**src/hw/kr_phy_regs_pkg.sv**
```systemverilog
// holds register offsets, bit positions, reset values and carrier structs
// assumes a word-addressed management port and sequencer logic on clk
package kr_phy_regs_pkg;

   // ====================================================================
   // word offsets
   localparam logic [7:0] OFF_SEQ_CTRL   = 8'hb0;
   localparam logic [7:0] OFF_SEQ_STAT   = 8'hb1;
   localparam logic [7:0] OFF_FEC_INJ    = 8'hb2;
   localparam logic [7:0] OFF_FEC_CORR   = 8'hb3;
   localparam logic [7:0] OFF_FEC_UNCORR = 8'hb4;
   localparam logic [7:0] OFF_NEG_CTRL   = 8'hc0;
   localparam logic [7:0] OFF_NEG_RST    = 8'hc1;
   localparam logic [7:0] OFF_NEG_STAT   = 8'hc2;

   // ====================================================================
   // field positions
   localparam int B_SEQ_RESET    = 0;
   localparam int B_FEC_REQUEST  = 18;
   localparam int B_LINK_READY   = 0;
   localparam int B_AN_TIMEOUT   = 1;
   localparam int B_LT_TIMEOUT   = 2;
   localparam int B_MODE_LO      = 8;
   localparam int B_FEC_ABILITY  = 16;
   localparam int B_FEC_ERR_IND  = 17;
   localparam int B_XCODE_INJ    = 0;
   localparam int B_BURST_INJ    = 1;
   localparam int B_BURST_LEN_LO = 2;
   localparam int B_INJECT       = 11;
   localparam int B_AN_ENABLE    = 0;
   localparam int B_BASE_SEL     = 1;
   localparam int B_NEXT_SEL     = 2;
   localparam int B_REMOTE_FAULT = 3;
   localparam int B_FORCE_NONCE  = 4;
   localparam int B_OVERRIDE     = 5;
   localparam int B_AN_RESET     = 0;
   localparam int B_TX_RESTART   = 4;
   localparam int B_NP_READY     = 8;
   localparam int B_PAGE_RX      = 1;
   localparam int B_AN_COMPLETE  = 2;

   // ====================================================================
   // reset values and counter maximum
   localparam logic        RST_AN_ENABLE = 1'b1;
   localparam logic [31:0] CNT_MAX       = 32'hffffffff;

   // ====================================================================
   // carriers
   typedef struct packed {
      logic       link_ready;
      logic       an_timeout;
      logic       an_restart;
      logic       lt_timeout;
      logic [5:0] reconfig_mode;
      logic       fec_corrected;
      logic       fec_uncorrected;
      logic       local_remote_fault;
      logic       page_received;
      logic       an_complete;
      logic       next_page_sent;
      logic       tx_in_an_state;
   } phy_status_t;

   typedef struct packed {
      logic       seq_reset;
      logic       fec_request_advertise;
      logic       transcoder_error_inject_enable;
      logic       encoder_burst_inject_enable;
      logic [3:0] inject_burst_length;
      logic       inject_error_pulse;
      logic       negotiation_enable;
      logic       user_base_page_select;
      logic       user_next_page_select;
      logic       force_nonce;
      logic       advertisement_override_enable;
      logic       negotiation_machines_reset;
      logic       negotiation_tx_restart;
      logic       next_page_ready;
   } phy_control_t;

   typedef struct packed {
      logic [31:0]  readdata;
      logic         readdatavalid;
      phy_control_t ctl;
      logic         negotiation_timeout_flag;
      logic         inject_bit;
      logic [31:0]  corrected;
      logic [31:0]  uncorrected;
      logic         page_rx;
   } bank_state_t;

endpackage

```
**src/hw/kr_phy_seq_fec_an_control.sv**
```systemverilog
// control and status bank for a backplane phy lane: sequencer, fec, negotiation
// assumes status inputs come from logic on clk and a word-addressed management port
`timescale 1ns/1ps

module kr_phy_seq_fec_an_control
   import kr_phy_regs_pkg::*;
#(
   parameter int   ADDR_W        = 8,
   parameter logic FEC_SUPPORTED = 1'b1,
   parameter logic FEC_ERR_ABLE  = 1'b1
) (
   input  wire logic              clk,
   input  wire logic              rst_n,
   input  wire logic [ADDR_W-1:0] address,
   input  wire logic              read,
   input  wire logic              write,
   input  wire logic [31:0]       writedata,
   output      logic [31:0]       readdata,
   output      logic              readdatavalid,
   input  wire phy_status_t       status,
   output      phy_control_t      control
);

   // ====================================================================
   // elaboration checks
   if (ADDR_W < 8) begin : g_addr_chk
      $error("address too narrow for register map");
   end

   // ====================================================================
   // state
   bank_state_t st;
   bank_state_t next_st;

   assign readdata      = st.readdata;
   assign readdatavalid = st.readdatavalid;
   assign control       = st.ctl;

   // ====================================================================
   // decode helpers
   function automatic logic hit(input logic [ADDR_W-1:0] a,
                                input logic [7:0]        off);
      hit = (a == ADDR_W'(off));
   endfunction

   function automatic logic [31:0] sat_inc(input logic [31:0] c,
                                           input logic        ev);
      // hold at maximum instead of wrapping
      if (ev && c != CNT_MAX) begin
         sat_inc = c + 32'h00000001;
      end else begin
         sat_inc = c;
      end
   endfunction

   // ====================================================================
   // read mux
   function automatic logic [31:0] read_word(input logic [ADDR_W-1:0] a,
                                             input bank_state_t       s,
                                             input phy_status_t       ev);
      logic [31:0] w;
      w = 32'h00000000;
      if (hit(a, OFF_SEQ_CTRL)) begin
         // reset bit is a pulse and reads back as zero
         w[B_FEC_REQUEST] = s.ctl.fec_request_advertise;
      end else if (hit(a, OFF_SEQ_STAT)) begin
         w[B_LINK_READY]          = ev.link_ready;
         w[B_AN_TIMEOUT]          = s.negotiation_timeout_flag;
         w[B_LT_TIMEOUT]          = ev.lt_timeout;
         w[B_MODE_LO +: 6]        = ev.reconfig_mode;
         w[B_FEC_ABILITY]         = FEC_SUPPORTED;
         w[B_FEC_ERR_IND]         = FEC_ERR_ABLE;
      end else if (hit(a, OFF_FEC_INJ)) begin
         w[B_XCODE_INJ]           = s.ctl.transcoder_error_inject_enable;
         w[B_BURST_INJ]           = s.ctl.encoder_burst_inject_enable;
         w[B_BURST_LEN_LO +: 4]   = s.ctl.inject_burst_length;
         w[B_INJECT]              = s.inject_bit;
      end else if (hit(a, OFF_FEC_CORR)) begin
         w = s.corrected;
      end else if (hit(a, OFF_FEC_UNCORR)) begin
         w = s.uncorrected;
      end else if (hit(a, OFF_NEG_CTRL)) begin
         w[B_AN_ENABLE]           = s.ctl.negotiation_enable;
         w[B_BASE_SEL]            = s.ctl.user_base_page_select;
         w[B_NEXT_SEL]            = s.ctl.user_next_page_select;
         w[B_REMOTE_FAULT]        = ev.local_remote_fault;
         w[B_FORCE_NONCE]         = s.ctl.force_nonce;
         w[B_OVERRIDE]            = s.ctl.advertisement_override_enable;
      end else if (hit(a, OFF_NEG_RST)) begin
         w[B_NP_READY]            = s.ctl.next_page_ready;
      end else if (hit(a, OFF_NEG_STAT)) begin
         w[B_PAGE_RX]             = s.page_rx;
         w[B_AN_COMPLETE]         = ev.an_complete;
      end
      read_word = w;
   endfunction

   // ====================================================================
   // next state
   always_comb begin
      next_st = st;

      // pulses last one cycle only
      next_st.readdatavalid                  = 1'b0;
      next_st.ctl.seq_reset                  = 1'b0;
      next_st.ctl.inject_error_pulse         = 1'b0;
      next_st.ctl.negotiation_machines_reset = 1'b0;
      next_st.ctl.negotiation_tx_restart     = 1'b0;

      // hardware events; set is applied after clear so it wins
      if (status.an_restart) begin
         next_st.negotiation_timeout_flag = 1'b0;
      end
      if (status.an_timeout) begin
         next_st.negotiation_timeout_flag = 1'b1;
      end
      if (status.page_received) begin
         next_st.page_rx = 1'b1;
      end
      if (status.next_page_sent) begin
         next_st.ctl.next_page_ready = 1'b0;
      end
      next_st.corrected   = sat_inc(st.corrected, status.fec_corrected);
      next_st.uncorrected = sat_inc(st.uncorrected, status.fec_uncorrected);

      if (read) begin
         next_st.readdatavalid = 1'b1;
         next_st.readdata      = read_word(address, st, status);
         // a block that arrives during the clearing read is kept
         if (hit(address, OFF_FEC_CORR)) begin
            next_st.corrected = {31'h00000000, status.fec_corrected};
         end else if (hit(address, OFF_FEC_UNCORR)) begin
            next_st.uncorrected = {31'h00000000, status.fec_uncorrected};
         end else if (hit(address, OFF_NEG_STAT)) begin
            next_st.page_rx = status.page_received;
         end
      end else if (write) begin
         if (hit(address, OFF_SEQ_CTRL)) begin
            // software must pulse reset after a change of this bit
            next_st.ctl.fec_request_advertise = writedata[B_FEC_REQUEST];
            next_st.ctl.seq_reset             = writedata[B_SEQ_RESET];
         end else if (hit(address, OFF_FEC_INJ)) begin
            next_st.ctl.transcoder_error_inject_enable = writedata[B_XCODE_INJ];
            next_st.ctl.encoder_burst_inject_enable    = writedata[B_BURST_INJ];
            next_st.ctl.inject_burst_length = writedata[B_BURST_LEN_LO +: 4];
            next_st.inject_bit              = writedata[B_INJECT];
            next_st.ctl.inject_error_pulse  = writedata[B_INJECT];
         end else if (hit(address, OFF_NEG_CTRL)) begin
            next_st.ctl.negotiation_enable    = writedata[B_AN_ENABLE];
            next_st.ctl.user_base_page_select = writedata[B_BASE_SEL];
            next_st.ctl.user_next_page_select = writedata[B_NEXT_SEL];
            next_st.ctl.force_nonce           = writedata[B_FORCE_NONCE];
            next_st.ctl.advertisement_override_enable = writedata[B_OVERRIDE];
         end else if (hit(address, OFF_NEG_RST)) begin
            next_st.ctl.negotiation_machines_reset = writedata[B_AN_RESET];
            // outside the negotiation state a restart request is dropped
            next_st.ctl.negotiation_tx_restart =
               writedata[B_TX_RESTART] & status.tx_in_an_state;
            if (writedata[B_NP_READY]) begin
               next_st.ctl.next_page_ready = 1'b1;
            end
         end
         // other offsets and reserved bits take no write
      end
   end

   // ====================================================================
   // registers
   always_ff @(posedge clk or negedge rst_n) begin
      if (!rst_n) begin
         st                        <= '0;
         st.ctl.negotiation_enable <= RST_AN_ENABLE;
      end else begin
         st <= next_st;
      end
   end

endmodule // kr_phy_seq_fec_an_control

```
**config.mk**
```make
export PLATFORM = sky130hd
export DESIGN_NAME = kr_phy_seq_fec_an_control
export DESIGN_NICKNAME = d
export VERILOG_FILES = /design/src/hw/kr_phy_regs_pkg.sv /design/src/hw/kr_phy_seq_fec_an_control.sv
export SDC_FILE = /design/constraint.sdc
export NUM_CORES = 1
export LEC_CHECK = 0
export BUFFER_PORTS_ARGS = -buffer_cell sky130_fd_sc_hd__buf_2
export CAP_MARGIN = 40
export CORE_ASPECT_RATIO = 1.1
export CORE_MARGIN = 2
export CORE_UTILIZATION = 61
export DETAILED_ROUTE_END_ITERATION = 10
export PLACE_DENSITY = 0.86
export SLEW_MARGIN = 20
export SYNTH_ARGS = -nofsm -noshare
export SYNTH_HDL_FRONTEND = slang
export SYNTH_SLANG_ARGS = --single-unit
```
**constraint.sdc**
```tcl
create_clock -name clk -period 3.7 [get_ports clk]
set_input_delay 0.925 -clock clk [delete_from_list [all_inputs] [get_ports clk]]
set_output_delay 0.925 -clock clk [all_outputs]
set_load 0.005 [all_outputs]
```
-- Yosys cells after proc, flatten, opt, wreduce, memory -nomap -nowiden
Cells that the tools add are included.
W data, S select, Z words.
- flip-flop bits (word level): 117
- input port bits: 61
- output and inout bits: 50
- add/sub/neg operators: 2
- equality and inequality tests: 10
- multiplexer cells: 48
- bitwise gates (word level): 4
- reductions and logical operators: 6
- operators with widths (cell ; count):
    $mux W32 ; 5
    $mux W65 ; 1
    $add A32 B1 Y32 const B ; 2
    $eq A8 B8 Y1 const B ; 8
    $ne A32 B32 Y1 const B ; 2
    $mux W17 ; 2
    $mux W33 ; 1
    $mux W23 ; 1
    $mux W20 ; 1
    $mux W18 ; 1
    $mux W6 ; 3
    $mux W15 ; 1
    $mux W5 ; 3
    $mux W1 ; 14
    $mux W14 ; 1
    $mux W2 ; 7
    $mux W13 ; 1
    $mux W3 ; 4
    $mux W8 ; 1
    $mux W7 ; 1
    $reduce_and A5 Y1 ; 1
    $reduce_and A4 Y1 ; 1
    $not A1 Y1 ; 3
    $reduce_and A3 Y1 ; 1
    other kinds (3) ; 4

-- Logic depth before layout (Yosys ltp)
- depth after elaboration: 9
- depth in mapped cells: 8
- depth with buffers taken out: 6

-- Least setup slack after synthesis
Ideal clock, no wire load.
- path kind: in2reg
- start: input port address[5]
- end: register st[58] (netlist bit)
- library setup time: 66 ps
- arrival time: 2415 ps
- data required time: 3634 ps
- setup slack: 1219 ps
- cell stages on the path: 8
- buffers on the path: 3
- path through: and4b_1 clkbuf_1 and3_1 buf_2 and2_1 clkbuf_1 or4_1 nand2_1
- RTL lines (element ; line ; RTL):
    start: declaration ; kr_phy_seq_fec_an_control.sv:14 ; input wire logic [ADDR_W-1:0] address,
    end signal: assignment ; kr_phy_seq_fec_an_control.sv:174 ; st <= next_st;
    end: declaration ; kr_phy_seq_fec_an_control.sv:32 ; bank_state_t st;

==> out/results.tsv <==
metric	value	unit
slew_viol_final	0	
vias	5747	
cts_setup_buffers	0	
fin_setup_tns	0	ns
clock_sinks	117	
hp-class	primary input to async pin	
synthesis.area	6520	um^2
synthFlopType	dfrtp_1	
hold_viol	0	
critPathLaunchType	primary input	
die_w	103	um
rows	39	
core_area	10400	um^2
cts_hold_buf	0	
grt_max_degree	61	
antenna_found_initial	0	
maxCapViolCount	0	
start_util	62.8	%
io_pins	111	
drive_gt1_share	23.3	%
synth_seq_cells	117	
p_leak	0.00330	uW
startpoint	address[3]	
worst_setup_path_end_kind	flip-flop	
die_y	112	um
relSlewSlack	43.1	%
wl	17000	um
r2r-start	st[33]	
overflow	0	
tightest_slew	0.845	ns
antenna_left	0	
nets	781	
fin_crit_sh	69.8	%
cts_resized	0	
firstDrtPassIters	6	
min_period	2.58	ns
grt_pass1_vias	5522	
setup_viol_count_final	0	
avgSynthCellArea	9.58	um^2
drc	0	
fill_cells	789	
syn_nets	744	
synth.distinct_cells	72	
track_usage	31.0	%
die-area	11500	um^2
critPathRequiredTime	3.98	ns
ys_seq_area_share	44.9	%
io_buffers	87	
ys_async_sr_fraction	100	%
grt_setup_unrepaired	no	
place.gp.congestion	0.878	
cts_tree	done	
clk_path_buf_depth	2	
insertion_delay	0.42	ns
hold_ws	0.431	ns
drt_iter0_drc	475	
critical_path_class	primary input to flip-flop	
cts_root_buffer	clkbuf_16	
synth_edf_count	0	
htree_levels	4	
syn2layout_area_growth	11.9	%
outcome	complete, no violations	
path_clk_slew	0.06	ns
synth_warnings	0	
diodes	0	
post-dp-hpwl	11800	um
crit_fanout	34	
synth_cells	681	
vias_per_cell	6.58	
power_density	443	nW/um^2
arrival	2.87	ns
clock_skew	0.00684	ns
grt_pass1_wl	27500	um
wl_per_cell	19.5	um
max_freq	387	MHz
power.total	3230	uW
worst_ir_drop_vdd	0.000250	V
cts_buffers	17	
-- cell type report --
type	instances	area, um^2	share of cell area (%)
clock buffer	17	425	5.83
clock inverter	15	134	1.83
inverter	27	101	1.39
multi-input combinational	454	2970	40.7
sequential	117	2930	40.1
tap	143	179	2.45
timing repair buffer	101	563	7.71
-- power by group --
group | switching, uW | internal, uW | leakage (uW)
sequential | 108 | 1340 | 0.00159
combinational | 140 | 98.4 | 0.00145
clock | 626 | 921 | 0.000257
total | 874 | 2360 | 0.00330
-- flip-flops by register name (all words and copies together), names as in the netlist --
name and flops:
readdatavalid 1, control 17, st 67, readdata 32
-- final timing paths --
kind,cells after the start,slack [ns],endpoint
worst max register to register,6,1.15,st[59]
max in group asynchronous,3,2.41,st[9]
worst min-delay path,1,0.43,st[56]
min in group clk,1,0.47,readdata[5]
worst max-delay path,7,1.12,st[61]
worst min register to register,1,0.47,readdata[5]
-- cells in the mapped netlist (all sizes together), types with 4 or more instances --
cell	n	share of area, %
nand2b	4	0.38
nor4	5	0.58
or4	15	1.8
mux2	13	2.2
buf	67	7.1
and4	14	1.9
a22oi	27	3.1
a21o	5	0.58
o311ai	5	0.67
nor2	32	1.8
xnor2	6	0.81
o22ai	15	1.4
dfrtp	116	44
nand3	24	1.8
mux2i	4	0.61
nor2b	5	0.48
a21oi	34	2.8
or3	28	2.7
xor2	6	0.81
and2	10	0.96
inv	26	1.5
a31oi	10	0.96
o31ai	5	0.58
nand4	23	2.5
o41ai	5	1.1
clkbuf	16	0.94
nor3	6	0.54
and3	13	1.2
o221ai	4	0.54
nand2	50	2.9
a221oi	5	0.67
o21ai	39	3.3
o211ai	9	1.0
-- stage by stage --
stage	cell area, um^2	util (%)	instances	worst slack [ns]
after floorplan	6520	-	681	1.22
after global placement	6710	64.6	839	0.762
after detailed placement	6720	64.6	840	0.712
after CTS	7280	70.0	872	1.15
after global routing	7300	70.2	874	0.910
final	7300	70.2	874	1.12
-- metal layers --
metal,global-route usage (%),vias up,share of wire [%]
met3,6.85,63,8.0
met5,0,-,0
met1,38.1,2760,38
li1,-,2598,-
met4,17.2,0,4.6
met2,50.1,326,50
-- cell usage in the layout (no fill, tap or decap), types with 4 or more instances in the layout --
master      count
dfrtp_1       116
buf_2          88
nand2_1        50
o21ai_0        33
nor2_1         32
a21oi_1        30
or3_1          28
a22oi_1        27
inv_1          26
nand3_1        24
nand4_1        20
clkbuf_16      17
o22ai_1        15
and4_1         14
or4_1          14
and3_1         13
mux2_2         13
buf_4          11
and2_1         10
a31oi_1        10
o211ai_1        9
xor2_1          6
xnor2_1         6
clkinvlp_4      6
nor3_1          5
o21ai_2         5
o31ai_1         5
nor2b_1         5
a21o_1          5
a221oi_1        5
nor4_1          4
mux2i_1         4
o311ai_0        4
a21oi_2         4
o221ai_1        4
nand2b_1        4
clkinv_4        4
-- worst max-delay path: stages --
cell      delay [ns]
buf_2           0.13
nor3b_1         0.38
and3_1          0.24
buf_4           0.36
nand2_1         0.43
o311ai_0        0.27
o41ai_1         0.13
-- cells by family (layout without fill, tap and decap cells) --
| logic type | count (synthesis) | count (layout) | synth area share [%] |
|---|---|---|---|
| adder cells (fa/ha/maj) | 2 | 2 | 0.384 |
| flip-flops | 117 | 117 | 44.9 |
| AO/OA/AOI/OAI | 185 | 185 | 19.8 |
| buffers and inverters | 110 | 160 | 9.59 |
| AND/OR/NAND/NOR | 238 | 238 | 20.8 |
| XOR/XNOR | 12 | 12 | 1.61 |
| multiplexers | 17 | 17 | 2.86 |
No activity file was read; power rests on OpenSTA's default activity.
